## config.mk

```make
export PLATFORM = sky130hd
export DESIGN_NAME = afs_supervisor
export DESIGN_NICKNAME = d
export VERILOG_FILES = /design/src/include/afs_pkg.sv /design/src/rtl/afs_sync.sv /design/src/rtl/afs_supervisor.sv
export VERILOG_INCLUDE_DIRS = /design/src /design/src/include
export SDC_FILE = /design/constraint.sdc
export NUM_CORES = 1
export LEC_CHECK = 0
export ABC_AREA = 0
export ABC_CLOCK_PERIOD_IN_PS = 1460
export BUFFER_PORTS_ARGS = -buffer_cell sky130_fd_sc_hd__buf_2
export CORE_UTILIZATION = 48
export DETAILED_ROUTE_END_ITERATION = 8
export HOLD_SLACK_MARGIN = 0.05
export PLACE_DENSITY = 0.86
export SLEW_MARGIN = 0
export SYNTH_ARGS = -nofsm -noshare
export SYNTH_HDL_FRONTEND = slang
export SYNTH_SLANG_ARGS = --single-unit
```

## constraint.sdc

```tcl
create_clock -name mclk -period 1.46 [get_ports mclk]
set_input_delay 0.073 -clock mclk [delete_from_list [all_inputs] [get_ports mclk]]
set_output_delay 0.073 -clock mclk [all_outputs]
set_load 0.05 [all_outputs]
```

## src/include/afs_defines.svh

```systemverilog
`ifndef AFS_DEFINES_SVH
`define AFS_DEFINES_SVH
// gain select codes
`define AFS_GAIN_0P4 2'h0
`define AFS_GAIN_0P8 2'h1
`define AFS_GAIN_1P6 2'h2
// commutation type codes (2 bits; code 2 is refused)
`define AFS_COMM_SINE 2'h0
`define AFS_COMM_BRUSH 2'h1
`define AFS_COMM_EXT 2'h3
// command limit in millivolts when gain code 2 is active
`define AFS_LIMIT_MV 16'h1388
`define AFS_FULL_MV 16'h2710
// fault query selectors
`define AFS_SEL_SUPPLY 2'h0
`define AFS_SEL_CONT 2'h2
`define AFS_SEL_ESTOP 2'h3
`define AFS_ESTOP_CODE 8'h03
// bit positions in the supply/current status byte
`define AFS_BIT_UV 0
`define AFS_BIT_OV 1
`define AFS_BIT_OC01 2
`define AFS_BIT_OC23 3
`define AFS_BIT_OT 4
`endif

```

## src/include/afs_pkg.sv

```systemverilog
package afs_pkg;
	typedef enum logic [1:0] {
		AFS_AX_OFF = 2'b00,
		AFS_AX_READY = 2'b01,
		AFS_AX_ON = 2'b10
	} afs_axis_state_t;
	// raw comparator levels from the sensing circuits
	typedef struct packed {
		logic under_v;
		logic over_v;
		logic [1:0] over_i;
		logic over_t;
	} afs_sense_t;
	// one host command
	typedef struct packed {
		logic [1:0] axis;
		logic off;
		logic enable;
		logic set_gain;
		logic [1:0] gain;
		logic set_loop;
		logic [2:0] loop_gain;
		logic set_comm;
		logic [1:0] comm;
		logic set_cpc;
		logic [15:0] cpc;
		logic init_done;
	} afs_cmd_t;
endpackage

```

## src/rtl/afs_sync.sv

```systemverilog
`timescale 1ns/1ns
// two-flop synchroniser for a group of levels
module afs_sync #(
	parameter int W = 5
) (
	// clock
	input wire logic mclk,
	input wire logic reset,
	// levels
	input wire logic [W-1:0] async_in,
	output logic [W-1:0] sync_out
);
	logic [W-1:0] meta;
	logic [W-1:0] next_meta;
	logic [W-1:0] next_sync;

	// first stage feeds only the second
	always_comb begin
		next_meta = async_in;
		next_sync = meta;
	end

	always_ff @(posedge mclk) begin
		if (reset) begin
			meta <= '0;
			sync_out <= '0;
		end else begin
			meta <= next_meta;
			sync_out <= next_sync;
		end
	end
endmodule

```

## src/rtl/afs_supervisor.sv

```systemverilog
`timescale 1ns/1ns
`include "afs_defines.svh"
module afs_supervisor (
	// clock and reset
	input wire logic mclk,
	input wire logic reset,
	// host command port
	input wire logic cmd_valid,
	input wire afs_pkg::afs_cmd_t cmd,
	// phase lock sequencing from the commutation engine
	input wire logic phase_lock_init,
	input wire logic min_move_init,
	// program state for the fault handler
	input wire logic thread0_running,
	input wire logic fault_handler_label,
	input wire logic pos_error_over,
	// pins from the sensing circuits and estop
	input wire logic estop_input,
	input wire afs_pkg::afs_sense_t sense,
	input wire logic [7:0] cont_exceed,
	// fault query
	input wire logic [1:0] query_sel,
	output logic [7:0] amp_fault_query,
	// per-axis outputs, then the handler start pulse
	output logic [3:0] amp_enable,
	output logic [3:0] drive_off_state,
	output logic [3:0] brushed_mode,
	output logic [7:0] amp_gain_select,
	output logic [11:0] current_loop_gain,
	output logic [63:0] counts_per_cycle,
	output logic [63:0] command_voltage_limit,
	output logic handler_start
);
	localparam int NAX = 4;

	logic [5:0] sync_out;
	logic estop;
	afs_pkg::afs_sense_t s;
	afs_pkg::afs_axis_state_t st [NAX];
	afs_pkg::afs_axis_state_t next_st [NAX];
	logic [1:0] gain [NAX];
	logic [1:0] next_gain [NAX];
	logic [2:0] loopg [NAX];
	logic [2:0] next_loopg [NAX];
	logic [1:0] comm [NAX];
	logic [1:0] next_comm [NAX];
	logic [15:0] cpc [NAX];
	logic [15:0] next_cpc [NAX];
	logic [NAX-1:0] inited;
	logic [NAX-1:0] next_inited;
	logic estop_lat;
	logic next_estop_lat;
	logic [1:0] oc_lat;
	logic [1:0] next_oc_lat;
	logic ot_lat;
	logic next_ot_lat;
	logic [7:0] prev_fault;
	logic [7:0] next_prev_fault;
	logic [7:0] query;
	logic [7:0] next_query;
	logic [3:0] en;
	logic [3:0] next_en;
	logic hstart;
	logic next_hstart;
	logic [7:0] fault_vec;
	logic [7:0] handler_vec;

	// comparators and estop are asynchronous pins
	afs_sync #(.W(6)) u_sync (
		.mclk(mclk),
		.reset(reset),
		.async_in({estop_input, sense}),
		.sync_out(sync_out)
	);
	assign estop = sync_out[5];
	assign s = sync_out[4:0];

	function automatic logic [15:0] limit_mv(input logic [1:0] g);
		limit_mv = (g == `AFS_GAIN_1P6) ? `AFS_LIMIT_MV : `AFS_FULL_MV;
	endfunction

	function automatic logic pair_oc(input logic [1:0] ocl, input int a);
		pair_oc = (a < 2) ? ocl[0] : ocl[1];
	endfunction

	// status byte for selector 0
	always_comb begin
		fault_vec = 8'h00;
		fault_vec[`AFS_BIT_UV] = s.under_v;
		fault_vec[`AFS_BIT_OV] = s.over_v;
		fault_vec[`AFS_BIT_OC01] = oc_lat[0];
		fault_vec[`AFS_BIT_OC23] = oc_lat[1];
		fault_vec[`AFS_BIT_OT] = ot_lat;
		// events that start the handler; over-voltage left out
		handler_vec = fault_vec;
		handler_vec[`AFS_BIT_OV] = 1'b0;
		handler_vec[5] = estop_lat;
	end

	// axis configuration and state
	always_comb begin
		for (int a = 0; a < NAX; a++) begin
			next_st[a] = st[a];
			next_gain[a] = gain[a];
			next_loopg[a] = loopg[a];
			next_comm[a] = comm[a];
			next_cpc[a] = cpc[a];
			next_inited[a] = inited[a];
			if (cmd_valid && cmd.axis == 2'(a)) begin
				if (cmd.set_gain && st[a] == afs_pkg::AFS_AX_OFF &&
						cmd.gain != 2'h3) begin
					next_gain[a] = cmd.gain;
				end
				if (cmd.set_loop && st[a] == afs_pkg::AFS_AX_OFF &&
						cmd.loop_gain <= 3'h4) begin
					next_loopg[a] = cmd.loop_gain;
				end
				if (cmd.set_comm && cmd.comm != 2'h2) begin
					next_comm[a] = cmd.comm;
				end
				if (cmd.set_cpc) begin
					next_cpc[a] = cmd.cpc;
				end
				if (cmd.init_done && (phase_lock_init || min_move_init)) begin
					next_inited[a] = 1'b1;
				end
				if (cmd.off) begin
					next_st[a] = afs_pkg::AFS_AX_OFF;
				end else if (cmd.enable && (inited[a] ||
						comm[a] == `AFS_COMM_EXT)) begin
					next_st[a] = afs_pkg::AFS_AX_ON;
				end
			end
			// estop forces every axis off
			if (estop) begin
				next_st[a] = afs_pkg::AFS_AX_OFF;
			end
		end
	end

	// latched faults; a new event wins over a clear
	always_comb begin
		next_estop_lat = estop_lat;
		next_oc_lat = oc_lat;
		next_ot_lat = ot_lat;
		if (cmd_valid && cmd.enable) begin
			next_estop_lat = 1'b0;
			if (!s.over_i[0]) next_oc_lat[0] = 1'b0;
			if (!s.over_i[1]) next_oc_lat[1] = 1'b0;
			if (!s.over_t) next_ot_lat = 1'b0;
		end
		if (estop) next_estop_lat = 1'b1;
		if (s.over_i[0]) next_oc_lat[0] = 1'b1;
		if (s.over_i[1]) next_oc_lat[1] = 1'b1;
		if (s.over_t) next_ot_lat = 1'b1;
	end

	// hardware enable: state plus live and latched faults
	always_comb begin
		for (int a = 0; a < NAX; a++) begin
			next_en[a] = (st[a] == afs_pkg::AFS_AX_ON) && !estop &&
				!estop_lat && !s.under_v && !s.over_v &&
				!pair_oc(oc_lat, a) && !s.over_i[a/2] && !ot_lat;
		end
	end

	// handler start on a rising handler event, incl. power-up uv
	always_comb begin
		next_prev_fault = handler_vec;
		next_hstart = thread0_running && fault_handler_label &&
			|(handler_vec & ~prev_fault);
	end

	// query mux; registered, so the answer follows the selector one edge later
	always_comb begin
		unique case (query_sel)
			`AFS_SEL_SUPPLY: next_query = fault_vec;
			`AFS_SEL_CONT: next_query = cont_exceed;
			`AFS_SEL_ESTOP: next_query = estop_lat ? `AFS_ESTOP_CODE : 8'h00;
			default: next_query = 8'h00;
		endcase
	end

	always_ff @(posedge mclk) begin
		if (reset) begin
			for (int a = 0; a < NAX; a++) begin
				st[a] <= afs_pkg::AFS_AX_OFF;
				gain[a] <= `AFS_GAIN_0P8;
				loopg[a] <= 3'h0;
				comm[a] <= `AFS_COMM_SINE;
				cpc[a] <= 16'h0000;
			end
			inited <= '0;
			estop_lat <= 1'b0;
			oc_lat <= 2'b00;
			ot_lat <= 1'b0;
			prev_fault <= 8'h00;
			query <= 8'h00;
			en <= 4'h0;
			hstart <= 1'b0;
		end else begin
			st <= next_st;
			gain <= next_gain;
			loopg <= next_loopg;
			comm <= next_comm;
			cpc <= next_cpc;
			inited <= next_inited;
			estop_lat <= next_estop_lat;
			oc_lat <= next_oc_lat;
			ot_lat <= next_ot_lat;
			prev_fault <= next_prev_fault;
			query <= next_query;
			en <= next_en;
			hstart <= next_hstart;
		end
	end

	// flatten per-axis state onto the ports
	always_comb begin
		for (int a = 0; a < NAX; a++) begin
			drive_off_state[a] = (st[a] != afs_pkg::AFS_AX_ON);
			brushed_mode[a] = (comm[a] == `AFS_COMM_BRUSH);
			amp_gain_select[2*a +: 2] = gain[a];
			current_loop_gain[3*a +: 3] = loopg[a];
			counts_per_cycle[16*a +: 16] = cpc[a];
			command_voltage_limit[16*a +: 16] = limit_mv(gain[a]);
		end
	end
	assign amp_enable = en;
	assign amp_fault_query = query;
	assign handler_start = hstart;

	// estop drops every enable within three edges
	estop_off_a: assert property (@(posedge mclk) disable iff (reset)
		estop_input |-> ##[1:3] (amp_enable == 4'h0))
		else $error("estop did not disable amplifier");
	// enable refused without init on a sine axis
	no_init_en_a: assert property (@(posedge mclk) disable iff (reset)
		(cmd_valid && cmd.enable && !cmd.off && cmd.axis == 2'h0 &&
		!inited[0] && comm[0] != `AFS_COMM_EXT && st[0] !=
		afs_pkg::AFS_AX_ON) |=> st[0] != afs_pkg::AFS_AX_ON)
		else $error("enable accepted before init");
	// external drive allows direct enable
	ext_en_a: assert property (@(posedge mclk) disable iff (reset)
		(cmd_valid && cmd.enable && !cmd.off && cmd.axis == 2'h2 &&
		comm[2] == `AFS_COMM_EXT && !estop) |=>
		st[2] == afs_pkg::AFS_AX_ON)
		else $error("external drive enable refused");
	// gain holds while axis on
	gain_hold_a: assert property (@(posedge mclk) disable iff (reset)
		(st[0] == afs_pkg::AFS_AX_ON) |=> $stable(gain[0]))
		else $error("gain changed while axis on");
	// gain 2 limits to 5 volts
	gain_clamp_a: assert property (@(posedge mclk) disable iff (reset)
		amp_gain_select[1:0] == `AFS_GAIN_1P6 |->
		command_voltage_limit[15:0] == `AFS_LIMIT_MV)
		else $error("limit not clamped");
	// estop reports code 3 one edge later
	estop_code_a: assert property (@(posedge mclk) disable iff (reset)
		(estop_lat && query_sel == `AFS_SEL_ESTOP) |=>
		amp_fault_query == `AFS_ESTOP_CODE)
		else $error("estop code missing");
	// over-voltage alone never starts the handler
	ov_nohandler_a: assert property (@(posedge mclk) disable iff (reset)
		(handler_vec == prev_fault) |=> !handler_start)
		else $error("handler started without new fault");
	// over-current keeps latch until an enable
	oc_latch_a: assert property (@(posedge mclk) disable iff (reset)
		(oc_lat[0] && !(cmd_valid && cmd.enable)) |=> oc_lat[0])
		else $error("over-current latch dropped");
	// under-voltage clears enable within three edges
	uv_off_a: assert property (@(posedge mclk) disable iff (reset)
		sense.under_v |-> ##[1:3] (amp_enable == 4'h0))
		else $error("under-voltage did not disable");
endmodule

```

Word-level counts from Yosys, hierarchy flattened
Cells that the tools add are included.
- register bits after elaboration: 141
- logic and storage cells: 198
- output and inout bits: 169
- equal/unequal tests: 27
- reduce and logical (&&, ||, !) cells: 111
- multiplexer cells: 22
- bitwise operators: 2
- magnitude comparators: 1
- operators by type and width (operator ; number):
    $logic_and 1x1->1 ; 57
    $mux 14 ; 4
    $reduce_and 2->1 ; 24
    $eq 2x2->1 const B ; 16
    $pmux 8 s3 ; 1
    $mux 2 ; 10
    $reduce_bool 2->1 ; 8
    $logic_not 2->1 ; 6
    $ne 2x2->1 const B ; 6
    $eq 2x1->1 const B ; 5
    $logic_not 1->1 ; 9
    $and 6x8->8 ; 1
    $not 8->8 ; 1
    $reduce_or 8->1 ; 1
    $mux 1 ; 7
    $logic_or 1x1->1 ; 5
    $le 3x3->1 const B ; 1
    $reduce_or 2->1 ; 1

Logic depth before layout (Yosys ltp)
Gate-level depths: netlist (run 1).
- depth after elaboration: 8
- depth in mapped cells: 6
- depth with buffers taken out: 3

By module
From an unflattened synthesis (run 1), not the netlist that was laid out.
- cells, all modules: 620
- area, all modules: 5396.4 sq um
- modules (own cells, without submodules) (module ; times used ; seq. area each (sq um) ; area an instance (sq um) ; cells an instance):
    afs_supervisor ; 1 ; 2442.3 ; 5029.8 ; 595
    afs_sync ; 1 ; 240.2 ; 366.6 ; 25

Least setup slack after synthesis (run 1)
OpenSTA, ideal clock, no wires.
- path kind: reg-to-output
- start point: register gain, in the netlist amp_gain_select[3]
- end point: output command_voltage_limit[23]
- stages on the path, launching flop included: 4
- data required time: 1.387 ns
- buffers on the path: 1
- arrival time: 1.888 ns
- path slack: -0.501 ns
- path through: dfxtp_1 -> nand2b_1 -> inv_1 -> buf_4
- longest elaborated chain between the ends: 2
- ends and longest elaborated chain (element ; line ; text):
    start: declaration ; afs_supervisor.sv:41 ; logic [1:0] gain [NAX];
    start signal: indexed assignment ; afs_supervisor.sv:188 ; gain[a] <= `AFS_GAIN_0P8;
    start signal: assignment ; afs_supervisor.sv:203 ; gain <= next_gain;
    $eq 2x2->1 (no source line) ; n/a ;
    $mux 14 (no source line) ; n/a ;
    end: declaration ; afs_supervisor.sv:31 ; output logic [63:0] command_voltage_limit,
No other way between the ends.

Worst setup path in the final report (run 1)
- start point: register comm[4] (netlist bit)
- end point: output brushed_mode[1]
- longest elaborated chain between the ends: 1
- ends and longest elaborated chain (element ; line ; text):
    start: declaration ; afs_supervisor.sv:45 ; logic [1:0] comm [NAX];
    start signal: indexed assignment ; afs_supervisor.sv:190 ; comm[a] <= `AFS_COMM_SINE;
    start signal: assignment ; afs_supervisor.sv:205 ; comm <= next_comm;
    $eq 2x1->1 (no source line) ; n/a ;
    end: declaration ; afs_supervisor.sv:27 ; output logic [3:0] brushed_mode,
No other way between the ends.

==> flow_metrics.env, run 1 <==
export IMPL_synth_top_area_share_pct=50.1
export IMPL_max_cap_violations=0
export IMPL_route_detailed_wl_per_inst_um=15.1
export IMPL_cts_buffers=17
export IMPL_cp_end_kind="output port"
export IMPL_min_period_ns=1.42
export IMPL_worst_slack_placed_ns=0.101
export IMPL_maxSlewViolCount=0
export IMPL_nFillCells=860
export IMPL_regToRegSetupSlack_ns=0.08
export IMPL_syn_inst=620
export IMPL_synth_edff_count=0
export IMPL_h_tree_depth=4
export IMPL_timing_worst_slew_pin_value_ns=0.667
export IMPL_synth_ff_latch_count=134
export IMPL_clk_path_buf_depth=2
export IMPL_synth_lib_cells_used_distinct=44
export IMPL_die_width_um=108
export IMPL_result_of_the_run="finished clean"
export IMPL_layout_drive_gt1_share_pct=30.0
export IMPL_die_area_mm2=0.0116
export IMPL_drtIter0Drc=383
export IMPL_critPathSlowestCell="dfxtp_1"
export IMPL_synth_async_sr_flop_share_pct=0
export IMPL_yosys_top_cells_count="nand2_1, dfxtp_1, a21oi_1, buf_4, nor2b_1"
export IMPL_ys_seq_area_share_pct=50.1
export IMPL_num_antenna_cells=0
export IMPL_worstPathCellList="nor2b_1, clkbuf_4"
export IMPL_hold_path_class="input pin to flip-flop"
export IMPL_detail_route_vias_per_cell=5.17
export IMPL_critPathMaxStageDelay_ns=0.38
export IMPL_cts_tree="yes"
export IMPL_fin_crit_share_pct=97.2
export IMPL_maximum_number_of_pins_on_one_net_before_global_route_repair=109
export IMPL_io_pins=225
export IMPL_via_count=5101
export IMPL_ir_worst_vdd_mv=0.680
export IMPL_total_negative_slack_ns=0
export IMPL_finalWeightedCongestion=0.808
export IMPL_std_cell_rows=38
export IMPL_final_core_utilization_pct=66.9
export IMPL_total_leakage_power_uw=0.00327
export IMPL_synth_most_common_cell="nand2_1"
export IMPL_core_region_area_mm2=0.0108
export IMPL_final_cells=987
export IMPL_synthesis_yosys_warnings=0
export IMPL_cp_data_arrival_time_ns=1.35
export IMPL_areaGrowthSynthToFinish_pct=35.5
export IMPL_nets=890
export IMPL_synthFlopType="dfxtp_1"
export IMPL_netlist_top_cells_area="dfxtp_1, nand2_1, buf_4"
export IMPL_grtUsageTotal_pct=25.6
export IMPL_grt_antenna_before_repair=0
export IMPL_clkSlewWorstSetupHoldPaths_ns=0.06
export IMPL_worst_skew_pair_late_latency_ns=0.50
export IMPL_worst_endpoint_required_ns=1.39
export IMPL_cts_post_setup_buffers_inserted=0
export IMPL_drc_violations_left=0
export IMPL_port_buffers=183
export IMPL_drt_antenna_violating_nets=0
export IMPL_setup_viol=0
export IMPL_drt_pass1_iterations=8
export IMPL_placed_cells=904
export IMPL_crit_path_start_kind="flip-flop"
export IMPL_floorplan_initialDensity_pct=49.4
export IMPL_worst_setup_path_type="flip-flop to output port"
export IMPL_crit_path_max_fanout=3
export IMPL_max_slew_margin_pct=55.5
export IMPL_grt_pass1_vias=4732
export IMPL_detail_route_wirelength_um=14900
export IMPL_final_hold_viol_count=0
export IMPL_power_density_mw_per_mm2=1220
export IMPL_max_freq_mhz=705
export IMPL_final_setup_worst_slack_ns=0.0407
export IMPL_synth_area_mm2=0.00535
export IMPL_die_y_um=108
export IMPL_post_synthesis_mean_instance_area_um2=8.63
export IMPL_synth_area_leader_cell="dfxtp_1"
export IMPL_grt_overflow=0
export IMPL_final_setup_skew_ns=0.0142
export IMPL_cts_root_buf="clkbuf_8"
export IMPL_post_dp_hpwl_um=9220
export IMPL_global_route_wire_length_before_repair_um=23000
export IMPL_clock_sinks=134
## area by class of cell
class | count | area (µm²) | share of cell area, %
multi-input combinational | 416 | 2180 | 30.0
sequential | 134 | 2690 | 37.2
tap | 140 | 175 | 2.42
timing repair buffer | 249 | 1570 | 21.7
inverter | 16 | 75.1 | 1.04
clock inverter | 12 | 121 | 1.67
clock buffer | 20 | 435 | 6.01
## critical path: cells and delay by family, from the launching register on
kind,cells,cell delay (ns)
buffers and inverters,1,0.26
DFF,1,0.38
and+or+nand+nor,1,0.20
## state kept, by name (all words and copies together) (netlist names)
name	count
amp_gain_select	8
u_sync.sync_out	6
counts_per_cycle	64
comm	8
handler_start	1
u_sync.meta	6
st	4
estop_lat	1
ot_lat	1
current_loop_gain	12
oc_lat	2
inited	4
prev_fault	5
amp_fault_query	8
amp_enable	4
## metal layers
metal | wire (µm) | vias to the layer above | track usage (%)
li1 | - | 2403 | -
met1 | 5860 | 2356 | 30.8
met2 | 7410 | 290 | 42.4
met3 | 1100 | 52 | 5.75
met4 | 532 | 0 | 13.8
met5 | 0 | - | 0
## placed cells by master, fill, tap and decap left out, drive strengths merged, types with 2 or more instances in the layout
cell type	n
a2111oi	4
a21o	4
a21oi	87
a31oi	5
and3	5
and3b	2
and4b	3
and4bb	2
buf	194
clkbuf	24
clkinv	3
clkinvlp	8
conb	40
dfxtp	134
dlygate4sd3	51
inv	16
mux2i	17
nand2	145
nand2b	7
nand3	16
nand3b	2
nand4b	2
nor2	12
nor2b	21
nor3	3
nor4	8
o21a	3
o21ai	14
o31ai	3
## metrics by stage
step	cell area [µm²]	hold WS (ns)	power [µW]
after floorplan	5550	0.152	4650
after global placement	6160	0.283	4790
after detailed placement	6160	0.287	4810
after CTS	7230	0.0594	8870
after global routing	7250	0.0757	9150
final	7250	0.0829	8850
## repair_timing
| action | 4_1_cts | 5_1_grt |
|---|---|---|
| setup endpoints to repair | 1 | 9 |
| gates cloned | 0 | 0 |
| hold buffers | 51 | 0 |
| hold endpoints to repair | 111 | 0 |
| resized for setup | 1 | 12 |
## path summary, 6_finish.rpt
check,from,to,cells after the start
hold / removal,cmd[27],amp_gain_select[5],4
hold reg to reg,u_sync.meta[1],u_sync.sync_out[1],1
setup reg to reg,oc_lat[0],amp_fault_query[2],3
setup / recovery,comm[4],brushed_mode[1],2
## cell families (layout without fill, tap and decap cells)
kind of cell	Yosys count	count (layout)	synth area share (%)
compound gates	123	123	12.7
buf+inv	108	297	12.6
flops	134	134	50.1
mux	17	17	3.18
other cells	2	40	0.140
simple gates	236	236	21.2
## power by group
group | total, µW | switching [µW] | internal, µW
Sequential | 3800 | 51.4 | 3750
Combinational | 1060 | 763 | 302
Clock | 3990 | 1660 | 2330
Total | 8850 | 2470 | 6380
(Power assumes the default switching activity.)
==> run 2: changes to the inputs <==
--- a/config.mk
+++ b/config.mk
@@ -6,7 +6,7 @@
 export SDC_FILE = /design/constraint.sdc
 export NUM_CORES = 1
 export LEC_CHECK = 0
-export ABC_AREA = 0
+export ABC_AREA = 1
 export ABC_CLOCK_PERIOD_IN_PS = 1460
 export BUFFER_PORTS_ARGS = -buffer_cell sky130_fd_sc_hd__buf_2
 export CORE_UTILIZATION = 48
==> flow_metrics.env, run 2 <==
export IMPL_result_of_the_run="finished clean"
export IMPL_worst_setup_path_type="flip-flop to output port"
export IMPL_drc_violations_left=0
export IMPL_gr_usage_met1_pct=27.1
export IMPL_worst_r2r_endpoint="amp_fault_query[3]"
export IMPL_cp_data_arrival_time_ns=1.29
export IMPL_detail_route_wirelength_um=14900
export IMPL_setup_repair_after_global_routing_missed_its_margin="false"
export IMPL_synthesis_yosys_warnings=0
export IMPL_drt_pass1_iterations=5
export IMPL_grt_util_met3_pct=7.05
export IMPL_worst_endpoint_required_ns=1.39
export IMPL_worst_skew_pair_late_latency_ns=0.40
export IMPL_met2_usage_pct=47.1
export IMPL_grtUsageTotal_pct=25.6
export IMPL_clk_path_buf_depth=2
export IMPL_r2r_cells=3
export IMPL_cts_tree="yes"
export IMPL_commonest_non_fill_non_tap_cell_in_the_layout="buf_2"
export IMPL_global_route_wire_length_before_repair_um=23500
export IMPL_min_period_ns=1.36
export IMPL_core_region_area_mm2=0.0110
export IMPL_cts_post_setup_buffers_inserted=0
export IMPL_hold_path_class="input pin to flip-flop"
export IMPL_post_dp_hpwl_um=10000
export IMPL_setup_viol=0
export IMPL_cts_buffers=17
export IMPL_synth_lib_cells_used_distinct=26
export IMPL_final_hold_viol_count=0
export IMPL_max_cap_violations=0
export IMPL_synthFlopType="dfxtp_1"
export IMPL_port_buffers=183
export IMPL_grt_pass1_vias=5032
export IMPL_largest_reg_flops=64
export IMPL_dpl_cell_area_mm2=0.00631
export IMPL_post_synthesis_mean_instance_area_um2=7.49
export IMPL_crit_path_max_fanout=4
export IMPL_io_pins=225
export IMPL_std_cell_rows=38
export IMPL_grt_antenna_before_repair=0
export IMPL_synth_area_leader_cell="dfxtp_1"
export IMPL_die_width_um=109
export IMPL_netlist_top_cells_area="dfxtp_1, nor2_1, buf_4"
export IMPL_power_density_mw_per_mm2=1270
export IMPL_ys_seq_area_share_pct=48.7
export IMPL_top_usage_layer="met2"
export IMPL_timing_critical_path_to="command_voltage_limit[4]"
export IMPL_grt_overflow=0
export IMPL_most_used_cells_in_the_layout_excluding_fill_and_tap_cells="buf_2, nor2_1, dfxtp_1"
export IMPL_clkSlewWorstSetupHoldPaths_ns=0.06
export IMPL_areaGrowthSynthToFinish_pct=34.3
export IMPL_synth_area_mm2=0.00551
export IMPL_yosys_top_cells_count="nor2_1, dfxtp_1, nand2_1, inv_1, nand3_1"
export IMPL_cts_root_buf="clkbuf_16"
export IMPL_max_freq_mhz=735
export IMPL_regToRegSetupSlack_ns=0.25
export IMPL_final_setup_skew_ns=0.00724
export IMPL_drt_antenna_violating_nets=0
export IMPL_maxSlewViolCount=0
export IMPL_worst_reg2reg_path_startpoint="oc_lat[1]"
export IMPL_detail_route_vias_per_cell=4.84
export IMPL_worst_hold_slack_ns=0.0381
export IMPL_finalWeightedCongestion=0.836
export IMPL_floorplan_initialDensity_pct=50.0
export IMPL_final_standard_cell_area_without_fillers_mm2=0.00740
export IMPL_total_leakage_power_uw=0.00361
export IMPL_worst_slack_placed_ns=0.229
export IMPL_startpoint="amp_gain_select[1]"
export IMPL_synth_ff_latch_count=134
export IMPL_layout_drive_gt1_share_pct=27.7
export IMPL_synth_most_common_cell="nor2_1"
export IMPL_clock_sinks=134
export IMPL_fin_crit_share_pct=93.2
export IMPL_drtIter0Drc=285
export IMPL_nets=1006
export IMPL_via_count=5339
export IMPL_syn_inst=736
export IMPL_cp_end_kind="output port"
export IMPL_maximum_number_of_pins_on_one_net_before_global_route_repair=50
export IMPL_final_setup_worst_slack_ns=0.0992
export IMPL_synth_async_sr_flop_share_pct=0
export IMPL_ir_worst_vdd_mv=1.12
export IMPL_synth_top_area_share_pct=48.7
export IMPL_die_area_mm2=0.0119
export IMPL_crit_path_start_kind="flip-flop"
export IMPL_die_y_um=109
export IMPL_route_detailed_wl_per_inst_um=13.5
export IMPL_synth_edff_count=0
export IMPL_h_tree_depth=4
export IMPL_num_antenna_cells=0
==> run 2: cell types whose count changed after synthesis, moves of 21 or more <==
| cell | delta |
|---|---|
| nor2_1 | +142 |
| o21ai_0 | +28 |
| nor2b_1 | -21 |
| a21oi_1 | -40 |
| inv_1 | +47 |
| nand3_1 | +46 |
| nand2_1 | -30 |
==> run 2: layout make-up <==
class | instances | area, µm²
fill | 917 | 3630
tap | 140 | 175
sequential | 134 | 2700
inverter | 66 | 268
timing repair buffer | 242 | 1490
clock inverter | 14 | 174
multi-input combinational | 489 | 2150
clock buffer | 18 | 439
==> run 2: worst min path at each step <==
stage / start / to / slack [ns] / cells after the start
after global placement: sense[3] / u_sync.meta[3] / 0.27 / 3
after CTS: reset / amp_enable[3] / 0.05 / 4
after global routing: query_sel[0] / amp_fault_query[7] / 0.05 / 4
after detailed placement: estop_input / u_sync.meta[5] / 0.28 / 3
after floorplan: sense[0] / u_sync.meta[0] / 0.18 / 2
final: query_sel[0] / amp_fault_query[4] / 0.04 / 4
==> run 2: critical path: stages, from the launching register on <==
cell,delay (ns)
dfxtp_4,0.36
inv_2,0.04
nor2_4,0.15
clkinvlp_4,0.12
buf_2,0.22
==> run 2: where the power goes <==
part	internal, µW	switching (µW)
Combinational	309	902
Clock	2750	1630
Sequential	3760	53.3
Total	6820	2580
==> run 2: through the flow <==
step	util (%)	instances	power (µW)	TNS, ns
after floorplan	-	774	4800	-1.00
after global placement	57.2	1024	4980	0
after detailed placement	57.2	1024	4990	0
after CTS	67.1	1103	9450	0
after global routing	67.1	1103	9740	0
final	67.1	1103	9400	0
==> run 2: kinds of logic (layout without fill, tap and decap cells) <==
family          after synthesis  in the layout  synth area share [%]
other cells                   2             40                 0.136
buf+inv                     151            340                  15.4
simple gates                350            350                  26.5
compound gates               99             99                  9.24
flops                       134            134                  48.7
==> run 2: repair_timing <==
| item | CTS | global route |
|---|---|---|
| hold buffers | 47 | 0 |
| gates resized for setup | 0 | 1 |
| setup endpoints to repair | 0 | 4 |
| hold endpoints to repair | 99 | 0 |
==> run 2: metal layers <==
metal	vias to the layer above	routed length, µm
met5	-	0
met4	0	297
met3	22	1150
met2	230	7710
met1	2433	5760
li1	2654	-
==> run 3: changes to the inputs <==
--- a/config.mk
+++ b/config.mk
@@ -13,6 +13,7 @@
 export DETAILED_ROUTE_END_ITERATION = 8
 export HOLD_SLACK_MARGIN = 0.05
 export PLACE_DENSITY = 0.86
+export RECOVER_POWER = 100
 export SLEW_MARGIN = 0
 export SYNTH_ARGS = -nofsm -noshare
 export SYNTH_HDL_FRONTEND = slang
==> flow_metrics.env, run 3 (synthesis gave the netlist of run 2 again) <==
export IMPL_worst_skew_pair_late_latency_ns=0.40
export IMPL_die_y_um=109
export IMPL_finalWeightedCongestion=0.836
export IMPL_most_used_cells_in_the_layout_excluding_fill_and_tap_cells="nor2_1, dfxtp_1, nand2_1"
export IMPL_die_width_um=109
export IMPL_maxSlewViolCount=0
export IMPL_cts_root_buf="clkbuf_16"
export IMPL_commonest_non_fill_non_tap_cell_in_the_layout="nor2_1"
export IMPL_h_tree_depth=4
export IMPL_post_dp_hpwl_um=10000
export IMPL_clk_path_buf_depth=2
export IMPL_worst_endpoint_required_ns=1.39
export IMPL_core_region_area_mm2=0.0110
export IMPL_final_cells=1103
export IMPL_via_count=5328
export IMPL_fin_crit_share_pct=93.5
export IMPL_power_density_mw_per_mm2=1290
export IMPL_drt_pass1_iterations=5
export IMPL_cp_end_kind="output port"
export IMPL_max_slew_margin_pct=35.6
export IMPL_total_negative_slack_ns=0
export IMPL_crit_path_start_kind="flip-flop"
export IMPL_port_buffers=183
export IMPL_global_route_wire_length_before_repair_um=23500
export IMPL_result_of_the_run="finished clean"
export IMPL_die_area_mm2=0.0119
export IMPL_num_antenna_cells=0
export IMPL_cts_post_setup_buffers_inserted=0
export IMPL_final_setup_skew_ns=0.00649
export IMPL_min_period_ns=1.36
export IMPL_grt_pass1_vias=5032
export IMPL_clock_sinks=134
export IMPL_grt_antenna_before_repair=0
export IMPL_final_hold_viol_count=0
export IMPL_setup_viol=0
export IMPL_clkSlewWorstSetupHoldPaths_ns=0.06
export IMPL_cts_buffers=17
export IMPL_std_cell_rows=38
export IMPL_worst_setup_path_type="flip-flop to output port"
export IMPL_largest_reg_flops=64
export IMPL_final_core_utilization_pct=66.0
export IMPL_setup_repair_after_global_routing_missed_its_margin="false"
export IMPL_drt_antenna_violating_nets=0
export IMPL_drtIter0Drc=305
export IMPL_hold_path_class="input pin to flip-flop"
export IMPL_max_freq_mhz=733
export IMPL_ir_worst_vdd_mv=1.12
export IMPL_nets=1006
export IMPL_nFillCells=968
export IMPL_total_leakage_power_uw=0.00324
export IMPL_maximum_number_of_pins_on_one_net_before_global_route_repair=50
export IMPL_drc_violations_left=0
export IMPL_timing_worst_slew_pin_value_ns=0.967
export IMPL_cts_tree="yes"
export IMPL_layout_drive_gt1_share_pct=18.4
export IMPL_detail_route_vias_per_cell=4.83
export IMPL_io_pins=225
export IMPL_detail_route_wirelength_um=14900
export IMPL_crit_path_max_fanout=4
export IMPL_route_detailed_wl_per_inst_um=13.5
export IMPL_areaGrowthSynthToFinish_pct=32.0
export IMPL_grtUsageTotal_pct=25.6
export IMPL_placed_cells=1024
export IMPL_max_cap_violations=0
export IMPL_floorplan_initialDensity_pct=50.0
export IMPL_cp_data_arrival_time_ns=1.29
export IMPL_grt_overflow=0
## run 3: routing by layer
layer / part of all wire, % / track usage (%) / wire [µm]
met5: 0 / 0 / 0
met4: 2.1 / 10.9 / 312
met3: 7.3 / 7.05 / 1080
met2: 52 / 47.1 / 7680
met1: 39 / 27.1 / 5820
## run 3: through the flow
stage	cell area [µm²]	power [µW]	setup slack, ns	hold slack [ns]
2_1_floorplan	5780	4800	-0.125	0.180
3_3_place_gp	6310	4980	0.257	0.274
3_5_place_dp	6310	4990	0.229	0.281
4_1_cts	7400	9450	0.0367	0.0522
5_1_grt	7280	9720	0.00796	0.0518
6_report	7280	9380	0.0953	0.0409
## run 3: final timing paths
check	start	to	slack, ns	depth (start not counted)
max reg2reg	oc_lat[1]	amp_fault_query[3]	0.25	3
max	amp_gain_select[5]	command_voltage_limit[45]	0.1	4
min	query_sel[0]	amp_fault_query[4]	0.04	4
min reg2reg	u_sync.meta[4]	u_sync.sync_out[4]	0.41	2
## run 3: report_power, final
group,total [µW],switching [µW],internal (µW)
combinational,1190,900,287
clock,4380,1630,2750
sequential,3820,55.3,3760
total,9380,2580,6800
## run 3: cell type report
class	instances	area, µm²	area share [%]
clock buffers	18	439	6.04
well taps	140	175	2.41
flip-flops and latches	134	2700	37.1
inverters	66	265	3.65
clock inverters	14	174	2.39
multi-input cells	489	2140	29.5
repair buffers	242	1380	18.9
## run 3: worst max-delay path, stage by stage, from the launching register on
cell        delay (ns)
dfxtp_4           0.35
inv_2             0.04
nor2_4            0.15
clkinvlp_4        0.11
clkbuf_2          0.24
## run 3: what timing repair did
item / in CTS / in global routing
resized for setup: 0 / 1
hold buffers: 47 / 0
setup endpoints to repair: 0 / 4
endpoints found under the hold margin: 99 / 0
